**src/rtl/flash_suspend_defines.vh**
```
// constants for the program/erase suspend sequencer
`ifndef FLASH_SUSPEND_DEFINES_VH
`define FLASH_SUSPEND_DEFINES_VH

// -----------------------------------------------------------
// command opcodes
// -----------------------------------------------------------
`define OP_SUSPEND 8'hb0
`define OP_RESUME 8'hd0
`define OP_WREN 8'h06
`define OP_WRDI 8'h04
`define OP_RD4_A 8'h0b
`define OP_RD4_B 8'h0c
`define OP_RD4_C 8'h13
`define OP_RD3 8'h03
`define OP_BUF_RD 8'hd4
`define OP_ERS_4K 8'h20
`define OP_ERS_32K 8'h52
`define OP_ERS_64K 8'hd8
`define OP_CHIP_A 8'hc7
`define OP_CHIP_B 8'h60
`define OP_PAGE_PGM 8'h02
`define OP_BUF_WR 8'h84
`define OP_BUF_PGM 8'h88
`define OP_PROT 8'h36
`define OP_UNPROT 8'h39
`define OP_OTP_PGM 8'h9b
`define OP_WRSR_A 8'h01
`define OP_WRSR_B 8'h31
`define OP_WRSC 8'h71
`define OP_RDSC 8'h65
`define OP_RDSR 8'h05
`define OP_ASI 8'h25
`define OP_TERM 8'hf0
`define OP_RD_PROT 8'h3c
`define OP_OTP_RD 8'h77

// -----------------------------------------------------------
// frame layout and sector field
// -----------------------------------------------------------
`define BYTE_LAST 3'h7
`define BYTES_RD3 3'h4
`define BYTES_ADDR4 3'h5
`define SEC_HI 31
`define SEC_LO 18

// -----------------------------------------------------------
// timing
// -----------------------------------------------------------
`define CLK_MHZ 10
`define SUSP_LAT_NS 20000
`define SUSP_LAT_CYC ((`SUSP_LAT_NS * `CLK_MHZ) / 1000)

`endif

```
**src/rtl/flash_program_erase_suspend.v**
```verilog
// program/erase suspend sequencer with command filtering
`timescale 1ns/1ps
`include "flash_suspend_defines.vh"

// Overview of operation
// - suspend is opcode b0, no address; acted on only at chip select release
// - valid suspend halts operation within suspend latency, then shows ready
// - successful suspend sets program or erase paused flag per paused operation
// - release before full opcode or off byte boundary performs no suspend
// - suspend accepted regardless of write enable latch
// - suspend ignored while whole-array erase runs
// - during erase pause, program allowed to a different 2-Mbit sector
// - reads of a paused sector flag undefined data until leaving it
// - program to erase-paused sector aborts and clears write enable latch
// - program during erase pause may pause too; both flags then set
// - no new erase starts while an erase is paused
// - program or erase commands abort while a program is paused
// - other disallowed commands are dropped, write enable latch unchanged
// - suspend unavailable while either auto power-down bit is set
// - array and buffer reads rejected when busy, allowed when paused
// - block and whole-array erases rejected when busy or paused
// - page program, buffer write, buffer program only during erase pause
// - suspend accepted during program or block erase; only program pause during erase pause
// - resume d0 accepted in every state
// - protect, unprotect, otp program, status writes rejected busy or paused
// - status reads, interrupt, terminate always; 3c and 77 only paused
// - paused state allows reads; erase pause also allows programs outside the paused sector
// - terminate aborts any program or erase in progress
module flash_program_erase_suspend #(
  parameter PGM_CYC = 3000,
  parameter ERS_CYC = 20000,
  parameter CHIP_CYC = 200000,
  parameter CNT_W = 24
) (
  input wire i_clk,
  input wire i_rst,
  input wire i_sclk,
  input wire i_cs_n,
  input wire i_si,
  input wire i_auto_deep_powerdown_bit,
  input wire i_auto_ultra_powerdown_bit,
  output reg o_ready_busy_flag,
  output reg o_write_enable_latch,
  output reg o_program_paused_flag,
  output reg o_erase_paused_flag,
  output reg o_read_undefined,
  output reg o_cmd_accepted,
  output reg o_cmd_rejected
);

  // -----------------------------------------------------------
  // states
  // -----------------------------------------------------------
  localparam [2:0] ST_IDLE = 3'h0;
  localparam [2:0] ST_PGM = 3'h1;
  localparam [2:0] ST_ERS = 3'h2;
  localparam [2:0] ST_CHIP = 3'h3;
  localparam [2:0] ST_HALT = 3'h4;

  // -----------------------------------------------------------
  // functions
  // -----------------------------------------------------------
  function is_rd4;
    input [7:0] op;
    begin
      is_rd4 = (op == `OP_RD4_A) || (op == `OP_RD4_B) ||
        (op == `OP_RD4_C);
    end
  endfunction

  function [13:0] sec_of;
    input [31:0] a;
    begin
      sec_of = a[`SEC_HI:`SEC_LO];
    end
  endfunction

  // -----------------------------------------------------------
  // pin synchronisers
  // -----------------------------------------------------------
  reg sclk_s1_ff, sclk_s2_ff, sclk_s3_ff;
  reg cs_s1_ff, cs_s2_ff, cs_s3_ff;
  reg si_s1_ff, si_s2_ff;

  always @(posedge i_clk)
  begin
    if (i_rst)
    begin
      sclk_s1_ff <= 1'b0;
      sclk_s2_ff <= 1'b0;
      sclk_s3_ff <= 1'b0;
      cs_s1_ff <= 1'b1;
      cs_s2_ff <= 1'b1;
      cs_s3_ff <= 1'b1;
      si_s1_ff <= 1'b0;
      si_s2_ff <= 1'b0;
    end
    else
    begin
      sclk_s1_ff <= i_sclk;
      sclk_s2_ff <= sclk_s1_ff;
      sclk_s3_ff <= sclk_s2_ff;
      cs_s1_ff <= i_cs_n;
      cs_s2_ff <= cs_s1_ff;
      cs_s3_ff <= cs_s2_ff;
      si_s1_ff <= i_si;
      si_s2_ff <= si_s1_ff;
    end
  end

  wire sclk_rise = sclk_s2_ff & ~sclk_s3_ff;
  wire frame_end = cs_s2_ff & ~cs_s3_ff;

  // -----------------------------------------------------------
  // serial frame capture
  // -----------------------------------------------------------
  reg [2:0] state_ff;
  reg [30:0] shreg_ff;
  reg [2:0] bit_mod_ff;
  reg [2:0] byte_cnt_ff;
  reg [7:0] opcode_ff;
  reg [31:0] addr_ff;
  reg [31:0] rd_addr_ff;
  reg rd_active_ff;

  wire busy = (state_ff != ST_IDLE);
  wire [7:0] byte_in = {shreg_ff[6:0], si_s2_ff};
  wire [31:0] word_in = {shreg_ff, si_s2_ff};

  always @(posedge i_clk)
  begin
    if (i_rst || cs_s2_ff)
    begin
      shreg_ff <= 31'h0;
      bit_mod_ff <= 3'h0;
      byte_cnt_ff <= 3'h0;
      rd_active_ff <= 1'b0;
      if (i_rst)
      begin
        opcode_ff <= 8'h00;
        addr_ff <= 32'h0;
        rd_addr_ff <= 32'h0;
      end
    end
    else if (sclk_rise)
    begin
      shreg_ff <= word_in[30:0];
      bit_mod_ff <= bit_mod_ff + 3'h1;
      if (bit_mod_ff == `BYTE_LAST)
      begin
        if (byte_cnt_ff != `BYTE_LAST)
          byte_cnt_ff <= byte_cnt_ff + 3'h1;
        if (byte_cnt_ff == 3'h0)
          opcode_ff <= byte_in;
        if (byte_cnt_ff == (`BYTES_ADDR4 - 3'h1))
          addr_ff <= word_in;
        // read address tracking, refused while busy
        if (byte_cnt_ff == (`BYTES_RD3 - 3'h1) && opcode_ff == `OP_RD3)
        begin
          rd_addr_ff <= {8'h00, word_in[23:0]};
          rd_active_ff <= ~busy;
        end
        else if (byte_cnt_ff == (`BYTES_ADDR4 - 3'h1) && is_rd4(opcode_ff))
        begin
          rd_addr_ff <= word_in;
          rd_active_ff <= ~busy;
        end
        else if (rd_active_ff)
          rd_addr_ff <= rd_addr_ff + 32'h1;
      end
    end
  end

  // -----------------------------------------------------------
  // operation control
  // -----------------------------------------------------------
  reg [CNT_W-1:0] cnt_ff;
  reg [CNT_W-1:0] prog_rem_ff;
  reg [CNT_W-1:0] ers_rem_ff;
  reg halt_pgm_ff;
  reg wel_ff;
  reg prog_paused_ff;
  reg erase_paused_ff;
  reg [13:0] prog_sec_ff;
  reg [13:0] erase_sec_ff;
  reg acc_ff;
  reg rej_ff;

  wire frame_ok = (bit_mod_ff == 3'h0) && (byte_cnt_ff != 3'h0);
  wire addr_ok = (byte_cnt_ff >= `BYTES_ADDR4);
  wire paused = prog_paused_ff | erase_paused_ff;
  wire pd_bits = i_auto_deep_powerdown_bit | i_auto_ultra_powerdown_bit;
  localparam [31:0] SUSP_CYC_W = `SUSP_LAT_CYC;
  wire [CNT_W-1:0] susp_cyc = SUSP_CYC_W[CNT_W-1:0];
  wire [CNT_W-1:0] pgm_cyc = PGM_CYC[CNT_W-1:0];
  wire [CNT_W-1:0] ers_cyc = ERS_CYC[CNT_W-1:0];
  wire [CNT_W-1:0] chip_cyc = CHIP_CYC[CNT_W-1:0];
  reg [CNT_W-1:0] halt_cnt_ff;

  always @(posedge i_clk)
  begin
    if (i_rst)
    begin
      state_ff <= ST_IDLE;
      cnt_ff <= {CNT_W{1'b0}};
      halt_cnt_ff <= {CNT_W{1'b0}};
      prog_rem_ff <= {CNT_W{1'b0}};
      ers_rem_ff <= {CNT_W{1'b0}};
      halt_pgm_ff <= 1'b0;
      wel_ff <= 1'b0;
      prog_paused_ff <= 1'b0;
      erase_paused_ff <= 1'b0;
      prog_sec_ff <= 14'h0;
      erase_sec_ff <= 14'h0;
      acc_ff <= 1'b0;
      rej_ff <= 1'b0;
    end
    else
    begin
      acc_ff <= 1'b0;
      rej_ff <= 1'b0;
      // running operations and suspend halt
      case (state_ff)
        ST_PGM, ST_ERS, ST_CHIP:
        begin
          if (cnt_ff == {CNT_W{1'b0}})
          begin
            state_ff <= ST_IDLE;
            wel_ff <= 1'b0;
          end
          else
            cnt_ff <= cnt_ff - {{(CNT_W-1){1'b0}}, 1'b1};
        end
        ST_HALT:
        begin
          if (halt_cnt_ff == {CNT_W{1'b0}})
          begin
            state_ff <= ST_IDLE;
            if (halt_pgm_ff)
            begin
              prog_paused_ff <= 1'b1;
              prog_rem_ff <= cnt_ff;
            end
            else
            begin
              erase_paused_ff <= 1'b1;
              ers_rem_ff <= cnt_ff;
            end
          end
          else
            halt_cnt_ff <= halt_cnt_ff - {{(CNT_W-1){1'b0}}, 1'b1};
        end
        default:
        begin
        end
      endcase
      // command executed at chip select release
      if (frame_end && frame_ok)
      begin
        if (opcode_ff == `OP_SUSPEND)
        begin
          if ((state_ff == ST_PGM || state_ff == ST_ERS) && !pd_bits)
          begin
            state_ff <= ST_HALT;
            halt_cnt_ff <= susp_cyc;
            halt_pgm_ff <= (state_ff == ST_PGM);
            acc_ff <= 1'b1;
          end
          else
            rej_ff <= 1'b1;
        end
        else if (opcode_ff == `OP_RESUME)
        begin
          acc_ff <= 1'b1;
          if (state_ff == ST_IDLE && prog_paused_ff)
          begin
            state_ff <= ST_PGM;
            cnt_ff <= prog_rem_ff;
            prog_paused_ff <= 1'b0;
          end
          else if (state_ff == ST_IDLE && erase_paused_ff)
          begin
            state_ff <= ST_ERS;
            cnt_ff <= ers_rem_ff;
            erase_paused_ff <= 1'b0;
          end
        end
        else if (opcode_ff == `OP_TERM)
        begin
          acc_ff <= 1'b1;
          state_ff <= ST_IDLE;
          prog_paused_ff <= 1'b0;
          erase_paused_ff <= 1'b0;
          wel_ff <= 1'b0;
        end
        else if (opcode_ff == `OP_WREN || opcode_ff == `OP_WRDI)
        begin
          if (busy)
            rej_ff <= 1'b1;
          else
          begin
            acc_ff <= 1'b1;
            wel_ff <= (opcode_ff == `OP_WREN);
          end
        end
        else if (is_rd4(opcode_ff) || opcode_ff == `OP_RD3 ||
          opcode_ff == `OP_BUF_RD)
        begin
          acc_ff <= ~busy;
          rej_ff <= busy;
        end
        else if (opcode_ff == `OP_ERS_4K || opcode_ff == `OP_ERS_32K ||
          opcode_ff == `OP_ERS_64K || opcode_ff == `OP_CHIP_A ||
          opcode_ff == `OP_CHIP_B)
        begin
          if (busy || paused)
            rej_ff <= 1'b1;
          else if (!wel_ff || (!addr_ok && opcode_ff != `OP_CHIP_A &&
            opcode_ff != `OP_CHIP_B))
          begin
            rej_ff <= 1'b1;
            wel_ff <= 1'b0;
          end
          else if (opcode_ff == `OP_CHIP_A || opcode_ff == `OP_CHIP_B)
          begin
            acc_ff <= 1'b1;
            state_ff <= ST_CHIP;
            cnt_ff <= chip_cyc;
          end
          else
          begin
            acc_ff <= 1'b1;
            state_ff <= ST_ERS;
            cnt_ff <= ers_cyc;
            erase_sec_ff <= sec_of(addr_ff);
          end
        end
        else if (opcode_ff == `OP_BUF_WR)
        begin
          acc_ff <= ~(busy | prog_paused_ff);
          rej_ff <= busy | prog_paused_ff;
        end
        else if (opcode_ff == `OP_PAGE_PGM || opcode_ff == `OP_BUF_PGM)
        begin
          if (busy || prog_paused_ff)
            rej_ff <= 1'b1;
          else if (!addr_ok || (erase_paused_ff &&
            sec_of(addr_ff) == erase_sec_ff))
          begin
            rej_ff <= 1'b1;
            wel_ff <= 1'b0;
          end
          else if (wel_ff)
          begin
            acc_ff <= 1'b1;
            state_ff <= ST_PGM;
            cnt_ff <= pgm_cyc;
            prog_sec_ff <= sec_of(addr_ff);
          end
          else
            rej_ff <= 1'b1;
        end
        else if (opcode_ff == `OP_PROT || opcode_ff == `OP_UNPROT ||
          opcode_ff == `OP_OTP_PGM || opcode_ff == `OP_WRSR_A ||
          opcode_ff == `OP_WRSR_B || opcode_ff == `OP_WRSC)
        begin
          acc_ff <= ~(busy | paused);
          rej_ff <= busy | paused;
        end
        else if (opcode_ff == `OP_RD_PROT || opcode_ff == `OP_OTP_RD)
        begin
          acc_ff <= ~busy;
          rej_ff <= busy;
        end
        else
          acc_ff <= 1'b1;
      end
    end
  end

  // -----------------------------------------------------------
  // outputs
  // -----------------------------------------------------------
  wire rd_in_paused = (prog_paused_ff &&
    sec_of(rd_addr_ff) == prog_sec_ff) ||
    (erase_paused_ff && sec_of(rd_addr_ff) == erase_sec_ff);

  always @(posedge i_clk)
  begin
    if (i_rst)
    begin
      o_ready_busy_flag <= 1'b0;
      o_write_enable_latch <= 1'b0;
      o_program_paused_flag <= 1'b0;
      o_erase_paused_flag <= 1'b0;
      o_read_undefined <= 1'b0;
      o_cmd_accepted <= 1'b0;
      o_cmd_rejected <= 1'b0;
    end
    else
    begin
      o_ready_busy_flag <= busy;
      o_write_enable_latch <= wel_ff;
      o_program_paused_flag <= prog_paused_ff;
      o_erase_paused_flag <= erase_paused_ff;
      o_read_undefined <= rd_active_ff & rd_in_paused;
      o_cmd_accepted <= acc_ff;
      o_cmd_rejected <= rej_ff;
    end
  end

endmodule // flash_program_erase_suspend

```
**config.mk**
```make
export PLATFORM = sky130hd
export DESIGN_NAME = flash_program_erase_suspend
export DESIGN_NICKNAME = d
export VERILOG_FILES = /design/src/rtl/flash_program_erase_suspend.v
export VERILOG_INCLUDE_DIRS = /design/src /design/src/rtl
export SDC_FILE = /design/constraint.sdc
export NUM_CORES = 1
export LEC_CHECK = 0
export ABC_AREA = 1
export BUFFER_PORTS_ARGS = -buffer_cell sky130_fd_sc_hd__buf_2
export CORE_MARGIN = 4
export CORE_UTILIZATION = 60
export DETAILED_ROUTE_END_ITERATION = 8
export PLACE_DENSITY = 0.73
export SETUP_SLACK_MARGIN = 0.2
export SLEW_MARGIN = 25
export SYNTH_ARGS = -nofsm -noshare
export SYNTH_HDL_FRONTEND = slang
export SYNTH_SLANG_ARGS = --single-unit
```
**constraint.sdc**
```tcl
create_clock -name i_clk -period 5.06 [get_ports i_clk]
set_input_delay 0.506 -clock i_clk [delete_from_list [all_inputs] [get_ports i_clk]]
set_output_delay 0.506 -clock i_clk [all_outputs]
set_load 0.005 [all_outputs]
```
== Yosys cells after proc, flatten, opt, wreduce, memory -nomap -nowiden ==
Cells that the tools add are included.
Operators by class
  bitwise logic cells: 26
  equal/unequal tests: 40
  add/subtract/negate cells: 5
  mux-type cells: 130
  reductions and logical operators: 64
  order comparisons: 1
Operators with widths (number)
  24-bit two-way mux: 23
  32-bit two-way mux: 11
  8-bit equality test (second input constant): 9
  1-bit two-way mux: 70
  3-bit two-way mux: 19
  24-bit logical NOT: 2
  24-bit by 1-bit subtractor with 24-bit output (second input constant): 2
  14-bit equality test: 3
  8-bit by 6-bit equality test with 1-bit output (second input constant): 5
  8-bit two-way mux: 5
  32-bit by 1-bit adder with 32-bit output (second input constant): 1
  8-bit by 7-bit equality test with 1-bit output (second input constant): 4
  1-bit logical OR: 24
  1-bit NOT: 19
  18-bit two-way mux: 1
  8-bit by 2-bit equality test with 1-bit output (second input constant): 2
  8-bit by 3-bit equality test with 1-bit output (second input constant): 2
  8-bit by 4-bit equality test with 1-bit output (second input constant): 2
  3-bit AND reduction: 5
  1-bit logical AND: 12
  12-bit AND reduction: 1
  4-bit AND reduction: 3
  10-bit AND reduction: 1
  2-bit nonzero test: 5
  other kinds (20): 35
Word-level totals
  output and inout bits: 7
  bits of input ports: 7
  word-level logic and storage cells: 301
  register bits: 258

== Logic depth before layout (Yosys ltp) ==
Gate-level depths: netlist of run 1.
  depth after elaboration: 15
  mapped depth: 15
  gate-level depth less buffers: 15

== Least setup slack after synthesis of run 1 ==
OpenSTA, ideal clock, no wires.
  kind: register to register
  start point: register opcode_ff[7]
  end point: register rd_addr_ff[0], enable pin
  path slack: 2.532 ns
  buffers on the path: 1
  arrival: 2.141 ns
  stages on the path, launching flop included: 11
  data required time: 4.673 ns
  library setup time: 0.387 ns
  period minus slack after synthesis: 2.528 ns
  path through: edfxtp_1 nor2_1 nand2_1 a21oi_1 a21oi_1 nor2_4 inv_2 nand2_1 buf_2 o21ai_0 inv_1
Between the ends
  longest elaborated chain between the ends: 6
  elaborated cells on any way between the ends: 10
  those cells by class: eq/ne (4); reduce/logical (6)
RTL lines
  start, declared: RTL line flash_program_erase_suspend.v:121  | reg [7:0] opcode_ff;
  start signal, assigned: RTL line flash_program_erase_suspend.v:154  | opcode_ff <= byte_in;
  8-bit by 4-bit equality test with 1-bit output (no line)
  1-bit logical OR (2 in a row): RTL line flash_program_erase_suspend.v:66  | is_rd4 = (op == `OP_RD4_A) || (op == `OP_RD4_B) ||
  1-bit logical AND: RTL line flash_program_erase_suspend.v:163  | else if (byte_cnt_ff == (`BYTES_ADDR4 - 3'h1) && is_rd4(opcode_ff))
  4-bit nonzero test (no line) *
  4-bit AND reduction (no line) *
  end signal, assigned: RTL line flash_program_erase_suspend.v:160  | rd_addr_ff <= {8'h00, word_in[23:0]};
  end signal, assigned: RTL line flash_program_erase_suspend.v:165  | rd_addr_ff <= word_in;
  end signal, assigned: RTL line flash_program_erase_suspend.v:169  | rd_addr_ff <= rd_addr_ff + 32'h1;
  end, declared: RTL line flash_program_erase_suspend.v:123  | reg [31:0] rd_addr_ff;
Mark *: on every way between the ends. The rest lies on a longest branch, timed or not.
A chain may end at the register's enable or synchronous reset.

== Worst setup path in the final report of run 1 ==
  start point: register opcode_ff[7]
  end point: register rd_addr_ff[17], enable pin
Same word-level chain as after synthesis.

==> summary.md, run 1 <==
| Metric | Value |
|---|---|
| Initial antenna violation count | `0` |
| Internal power | `3.222 mW` |
| Met1 Use GR | `42.00%` |
| Finished Cell Area | `14110 µm²` |
| Worst Skew | `0.01321 ns` |
| Placed Cells | `2065` |
| Yosys warns | `0` |
| Diodes inserted | `0` |
| Synth cell types | `49` |
| Routed vias | `12190` |
| Avg Cell Area, Syn | `7.079 µm²` |
| Largest net degree at the start of global routing | `69` |
| Global-route wire length before repair | `58110 µm` |
| Register bit total from synthesis | `240` |
| Chip height | `155.3 µm` |
| H-tree depth | `1` |
| Status | `finished clean` |
| Worst-path cell chain | `nor2_1 -> nand2_1 -> inv_1 -> nand2_1 -> inv_1 -> nand2_1 -> inv_1 -> nor2_1 -> nand2_1 -> o21ai_0 -> inv_1 -> buf_4` |
| GPL Wtd Cong | `0.9602` |
| Core Area | `21220 µm²` |
| WP buf/inv | `5` |
| Critical path arrival | `3.46 ns` |
| Detail Route Antenna Nets | `0` |
| Max stage delay on crit path | `0.61 ns` |
| Initial Util | `61.39%` |
| DR DRC count | `0` |
| Leak | `6.088 nW` |
| FFs w/ async S/R, synth | `0%` |
| Worst-path clk slew | `0.06 ns` |
| M2 GR Usage | `46.19%` |
| Area after DPL | `13200 µm²` |
| Maxcap violations | `0` |
| Synth area leaders | `dfxtp_1 (29%), edfxtp_1 (12%), nand2_1 (10%)` |
| Final setup fails | `0` |
| Buffers from clock root to sink, at most | `3` |
| Ys flop type | `dfxtp_1` |
| Cell taking the most area after synthesis | `dfxtp_1` |
| Overflow after GRT | `0` |
| WL final | `35730 µm` |
| All-Layer GR Usage | `29.11%` |
| Hold Crit Start | `i_cs_n` |
| Max Fanout on Critical Path | `17` |
| Postcts setup bufs | `0` |
| Std-Cell Rows | `53` |
| Syn Nets | `1858` |
| Syn-to-layout area delta | `8.357%` |
| Register Area | `5345 µm²` |
| Area occupied by multi-input gates | `6559 µm²` |
| Setup TNS | `0 ns` |
| Clock network fraction of design power | `48.7%` |
| Slowest cell on the critical path | `nor2_1` |
| I/O Buffers | `13` |
| Share of the synthesized area in the top cell type | `28.59%` |
| Post-Syn Area | `13030 µm²` |
| Fillers | `1928` |
| Cts hold-fix bufs | `0` |
| Final Non-Filler Cells | `2114` |
| Max frequency | `0.3128 GHz` |
| Post-synth EDFFs | `54` |
| Clk root buf | `clkbuf_16` |
| Die area | `24130 µm²` |
| Final worst-path cycle share | `63.19%` |
| Clk Latency, worst-skew pair | `0.53 ns` |
| Net switching power | `0.9338 mW` |
| Worst Hold Class | `in2reg` |
| Nets@finish | `1837` |
| PD cells | `294.4 nW/µm²` |
| WL per Instance | `16.90 µm` |
| Setup crit end kind | `flop` |
| Net Sw Frac | `22.47%` |
| CTS Sinks | `240` |
| Worst hold slack | `0.1770 ns` |
| Mapped Cells | `1840` |
| CTS resizes | `0` |
| CTS Buf Count | `27` |
| Tmin final | `3.197 ns` |
| Routed vias/inst | `5.768` |
| Worst-Margin Slew | `1.011 ns` |
| Ports | `14` |
| Pre-antenna DRT Iters | `5` |
| Crit path launch type | `flop` |
| GR peak layer | `met2` |
| Start-to-end type of the worst setup path | `reg2reg` |
| Routing usage on met3 | `3.839%` |
| RSZ-0062 raised after global routing | `false` |
| Share of layout cells above drive strength 1 | `8.157%` |
| Slew HR | `32.35%` |
| Hold Vio Cnt, Final | `0` |
| Setup crit start | `opcode_ff[7]` |
| Vias in the first global route | `11420` |
| CTS tree | `built` |
| Peak VDD IR | `0.2645 mV` |
| Dpl hpwl | `24900 µm` |
| Critical Path RT | `5.32 ns` |
| Chip Width | `155.3 µm` |
| Seq/Total Area, Yosys | `41.03%` |
| Final core utilization | `66.52%` |
| Comb pwr share | `2.9%` |
| CP delay by family, top | `simple AND/OR/NAND/NOR gates` |
| Worst r2r src | `opcode_ff[7]` |
| DRT iter0 DRCs | `1049` |
| Reg power frac | `48.4%` |
| Max Slew Vio Count | `0` |
==> stage by stage <==
step	power, mW	setup WS (ns)
floorplan	2.128	2.532
global placement	2.166	1.982
detailed placement	2.168	1.922
CTS	4.176	1.882
global route	4.270	1.454
finish	4.156	1.863
==> kinds of logic after synthesis <==
group                      synth area share (%)
and+or+nand+nor                           28.65
AOI/OAI and AO/OA                         16.51
buffers and inverters                     8.779
DFF                                       41.03
xor gates and xnor gates                  3.967
adders and majority gates                 1.057
==> cells in the final DEF, fill, tap and decap left out, drive strengths merged <==
master	Yosys	layout
clkbuf	42	35
clkinv	2	8
a221oi	4	4
edfxtp	54	54
a211oi	35	35
nand2	359	359
a221o	1	1
nor4	12	12
inv	208	209
and2	1	1
a22oi	1	1
nand3	97	97
o2bb2ai	1	1
o221ai	2	2
nand3b	4	4
xor2	43	43
dfxtp	186	186
clkinvlp	0	4
o22ai	9	9
nand4	29	29
o31ai	1	1
o21bai	3	3
nor3	40	40
o21ai	170	170
a31oi	9	9
o2111ai	2	2
nor2	318	318
o211ai	5	5
nor4b	1	1
xnor2	16	16
buf	34	26
ha	11	11
or2	3	3
or3	1	1
bufinv	0	3
a21oi	136	136
==> registers in the layout, indices dropped and copies added (netlist names), 3 cells and up <==
register and count:
rd_addr_ff 32, shreg_ff 31, cnt_ff 24, ers_rem_ff 24, halt_cnt_ff 24, prog_rem_ff 24
addr_ff 14, erase_sec_ff 14, prog_sec_ff 14, opcode_ff 8, bit_mod_ff 3, byte_cnt_ff 3
state_ff 3
==> final cells by class <==
cell class                      instances  share of cell area (%)
Sequential cell                       240                   37.87
Tap cell                              275                   2.438
Clock inverter                         14                   1.126
Timing Repair Buffer                   26                   1.152
Multi-Input combinational cell       1314                   46.47
Inverter                              210                   5.585
Clock buffer                           35                   5.363
==> power by group through the flow <==
| stage | clock network [mW] | registers [mW] | logic (mW) |
|---|---|---|---|
| finish | 2.03 | 2.01 | 0.120 |
| global route | 2.12 | 2.01 | 0.134 |
| CTS | 2.05 | 2.01 | 0.119 |
| detailed placement | 0 | 2.05 | 0.118 |
| global placement | 0 | 2.05 | 0.117 |
| floorplan | 0 | 2.04 | 0.0932 |
==> synthesized netlist by cell type, types with 3 or more instances <==
cell / number
inv_1: 195
o22ai_1: 9
nand2_2: 8
nand2_1: 349
nor2_2: 17
nor2_1: 297
a31oi_1: 9
a211oi_2: 16
o21ai_0: 153
buf_2: 22
nand3b_1: 4
nor2_4: 4
nor3_1: 36
o21ai_1: 17
a21oi_1: 136
a221oi_1: 4
xnor2_1: 16
nor4_1: 11
edfxtp_1: 54
nand4_1: 29
o211ai_1: 5
buf_1: 3
buf_4: 7
nand3_2: 6
nor3_2: 3
xor2_1: 43
ha_1: 11
nand3_1: 91
or2_2: 3
dfxtp_1: 186
a211oi_1: 19
clkbuf_1: 41
o21bai_1: 3
inv_2: 13
==> routing by layer <==
layer	vias to the layer above	wire [µm]
li1	6029	-
met2	504	15900
met5	-	0
met4	0	806
met1	5593	15960
met3	68	3065
==> worst reg2reg max path, stage by stage (launching register included) <==
cell	delay (ns)
edfxtp_1	0.44
nor2_1	0.11
nand2_1	0.13
inv_1	0.07
nand2_1	0.05
inv_1	0.05
nand2_1	0.05
inv_1	0.07
nor2_1	0.61
nand2_1	0.43
o21ai_0	0.26
inv_1	0.32
buf_4	0.35
==> path summary, 6_finish.rpt <==
kind	endpoint	slack [ns]	cells after the start
worst min-delay path	cs_s1_ff	0.18	2
worst min register to register	o_cmd_rejected	0.40	2
worst max-delay path	rd_addr_ff[17]	1.86	12
worst max register to register	rd_addr_ff[17]	1.86	12
(Power assumes the default switching activity.)
==> run 2, diff against run 1 <==
- clock period: 5.06 -> 3.1 ns (I/O delays scaled with it)
==> run 2 against run 1 <==
Core utilization increased by 0.29 points. Cell count increased by 0.71%. Die area unchanged.
==> summary.md, run 2 (synthesis results as in run 1) <==
| Metric | Value |
|---|---|
| Peak VDD IR | `0.4866 mV (+84%)` |
| RSZ-0062 raised after global routing | `false` |
| Setup TNS | `0 ns (unchanged)` |
| Commonest cells after routing, fill and taps aside | `nand2_1 (349), nor2_1 (295), inv_1 (194)` |
| Worst-path clk slew | `0.06 ns (about the same)` |
| Maxcap violations | `0 (unchanged)` |
| Routed vias/inst | `5.751 (-0.30%)` |
| Start-to-end type of the worst setup path | `reg2reg` |
| Status | `finished clean` |
| Crit path launch type | `flop` |
| Critical Path Stages | `14 (+2)` |
| Max stage delay on crit path | `0.43 ns (-0.18 ns)` |
| Core Area | `21220 µm² (unchanged)` |
| Chip height | `155.3 µm (unchanged)` |
| Max Fanout on Critical Path | `17 (unchanged)` |
| Worst Skew | `0.01349 ns (+0.0002732 ns)` |
| GPL Wtd Cong | `0.9682 (+0.83%)` |
| Std-Cell Rows | `53 (unchanged)` |
| Nets@finish | `1851 (+0.76%)` |
| Pwr Total | `6.566 mW (+58%)` |
| Comb pwr share | `3.1% (+0.2 points)` |
| Hold Crit Start | `i_rst` |
| Diodes inserted | `0 (unchanged)` |
| Syn-to-layout area delta | `8.827%` |
| Global-route wire length before repair | `58320 µm (+0.36%)` |
| Overflow after GRT | `0 (unchanged)` |
| Final setup fails | `0 (unchanged)` |
| CTS tree | `built` |
| Worst r2r src | `opcode_ff[3]` |
| CTS Sinks | `240 (unchanged)` |
| Clk root buf | `clkbuf_16` |
| Leak | `6.145 nW (+0.93%)` |
| PD cells | `463.2 nW/µm² (+57%)` |
| Initial antenna violation count | `0 (unchanged)` |
| Net Sw Frac | `22.65% (+0.18 points)` |
| Largest register by flop count | `rd_addr_ff` |
| Routed vias | `12240 (+0.41%)` |
| Worst-path cell chain | `inv_2 -> nand2_2 -> nor2_2 -> nand2_1 -> nand2_1 -> nor2_2 -> inv_2 -> nand2_4 -> nand2_1 -> nand2_1 -> nand2_2 -> nand2_2 -> a21oi_1 -> nor2_1` |
| Hold Vio Cnt, Final | `0 (unchanged)` |
| Setup crit end kind | `flop` |
| Ports | `14 (unchanged)` |
| WP buf/inv | `2 (-3)` |
| Critical Path RT | `3.53 ns (-1.79 ns)` |
| Worst Reg2Reg Path Length in Cells | `14 (+2)` |
| Setup slack, reg-to-reg | `0.43 ns (-1.43 ns)` |
| Critical path arrival | `3.09 ns (-0.37 ns)` |
| Clock network fraction of design power | `47.0% (-1.7 points)` |
| H-tree depth | `1 (unchanged)` |
| Max Slew Vio Count | `0 (unchanged)` |
| I/O Buffers | `13 (unchanged)` |
| All-Layer GR Usage | `29.25% (+0.14 points)` |
| Slew HR | `42.49% (+10 points)` |
| Largest regs | `rd_addr_ff: 32 flops, shreg_ff: 31 flops` |
| WHS Path Cells | `4 (+2)` |
| Initial Util | `61.39% (unchanged)` |
| DRT iter0 DRCs | `1148 (+9.4%)` |
| Die area | `24130 µm² (unchanged)` |
| Buffers from clock root to sink, at most | `3 (unchanged)` |
| Worst-Margin Slew | `0.8627 ns (-0.1488 ns)` |
| Internal power | `5.079 mW (+58%)` |
| CP delay by family, top | `simple AND/OR/NAND/NOR gates` |
| Largest register FFs | `32 (unchanged)` |
| Slowest cell on the critical path | `edfxtp_1` |
| Net switching power | `1.487 mW (+59%)` |
| Top cell by count, worst path | `nand2_1` |
| Postcts setup bufs | `0 (unchanged)` |
| Max frequency | `0.3751 GHz (+20%)` |
| Share of layout cells above drive strength 1 | `8.576% (+0.42 points)` |
| DR DRC count | `0 (unchanged)` |
| CTS Buf Count | `27 (unchanged)` |
| CP endpoint | `cnt_ff[19]` |
| Tmin final | `2.666 ns (-0.5311 ns)` |
| Worst Hold Class | `in2reg` |
| Largest net degree at the start of global routing | `61 (-12%)` |
| Chip Width | `155.3 µm (unchanged)` |
| Reg power frac | `50.0% (+1.6 points)` |
| Dpl hpwl | `25340 µm (+1.8%)` |
| Vias in the first global route | `11420 (unchanged)` |
| WL per Instance | `16.72 µm (-1.1%)` |
| Detail Route Antenna Nets | `0 (unchanged)` |
| Worst reg2reg endpoint | `cnt_ff[19]` |
| Clk Latency, worst-skew pair | `0.54 ns (about the same)` |
| Pre-antenna DRT Iters | `6 (+1)` |
| Most common cell after layout, fill and taps aside | `nand2_1` |
| Fillers | `1933 (+0.26%)` |
| Setup crit start | `opcode_ff[3]` |
| Final worst-path cycle share | `86.01% (+23 points)` |
| WL final | `35590 µm (-0.39%)` |
## run 2: cell types whose count changed in the layout (fill, tap and decap cells not counted), moves of 2 or more
cell,delta
clkinvlp_4,-4
buf_4,+11
clkinv_2,+2
clkinv_4,+3
dlygate4sd3_1,+3
bufinv_16,-2
## run 2: worst register-to-register path, stage by stage, from the launching register on
cell	delay [ns]
edfxtp_1	0.43
inv_2	0.12
nand2_2	0.08
nor2_2	0.13
nand2_1	0.11
nand2_1	0.41
nor2_2	0.12
inv_2	0.11
nand2_4	0.16
nand2_1	0.16
nand2_1	0.19
nand2_2	0.18
nand2_2	0.15
a21oi_1	0.18
nor2_1	0.05
## run 2: repair_timing
| item | CTS | global route |
|---|---|---|
| hold buffers | 3 | 0 |
| resized for setup | 0 | 1 |
| endpoints found under the hold margin | 3 | 0 |
| setup endpoints to repair | 0 | 4 |
## run 2: routing by layer
layer / wire [µm] / share of wire (%) / GRT usage (%)
met4: 897 / 2.5 / 7.962
met5: 0 / 0 / 0
met3: 3008 / 8.5 / 4.228
met2: 15610 / 44 / 45.55
met1: 16070 / 45 / 42.70
## run 2: worst min path at each step
stage                     endpoint
floorplan           o_cmd_accepted
global placement    o_cmd_rejected
detailed placement  o_cmd_rejected
CTS                 halt_cnt_ff[3]
global route           state_ff[2]
finish              halt_cnt_ff[3]
## run 2: final cells by class
cell class,count,area [µm²],share of cell area [%]
Multi-Input combinational cell,1314,6563,46.29
Sequential cell,240,5345,37.71
Inverter,210,788.3,5.560
Clock buffer,36,749.5,5.287
Tap cell,275,344.1,2.427
Timing Repair Buffer,40,275.3,1.942
Clock inverter,14,111.4,0.7855
## run 2: power groups by stage
stage	sequential, mW	clock (mW)	combinational [mW]
2_1_floorplan	3.32	0	0.152
3_3_place_gp	3.35	0	0.195
3_5_place_dp	3.35	0	0.197
4_1_cts	3.28	3.14	0.200
5_1_grt	3.28	3.27	0.225
6_report	3.28	3.08	0.201
## run 2: metrics by stage
step / instances / setup slack, ns / cell area, µm² / hold WS [ns] / util [%]
6_report: 2129 / 0.4338 / 14180 / 0.1759 / 66.80
5_1_grt: 2129 / 0.2295 / 14180 / 0.2030 / 66.80
4_1_cts: 2129 / 0.4618 / 14170 / 0.1646 / 66.77
3_5_place_dp: 2076 / 0.4803 / 13280 / 0.4008 / 62.57
3_3_place_gp: 2076 / 0.5226 / 13280 / 0.3940 / 62.57
2_1_floorplan: 1840 / 0.5722 / 13030 / 0.3883 / -
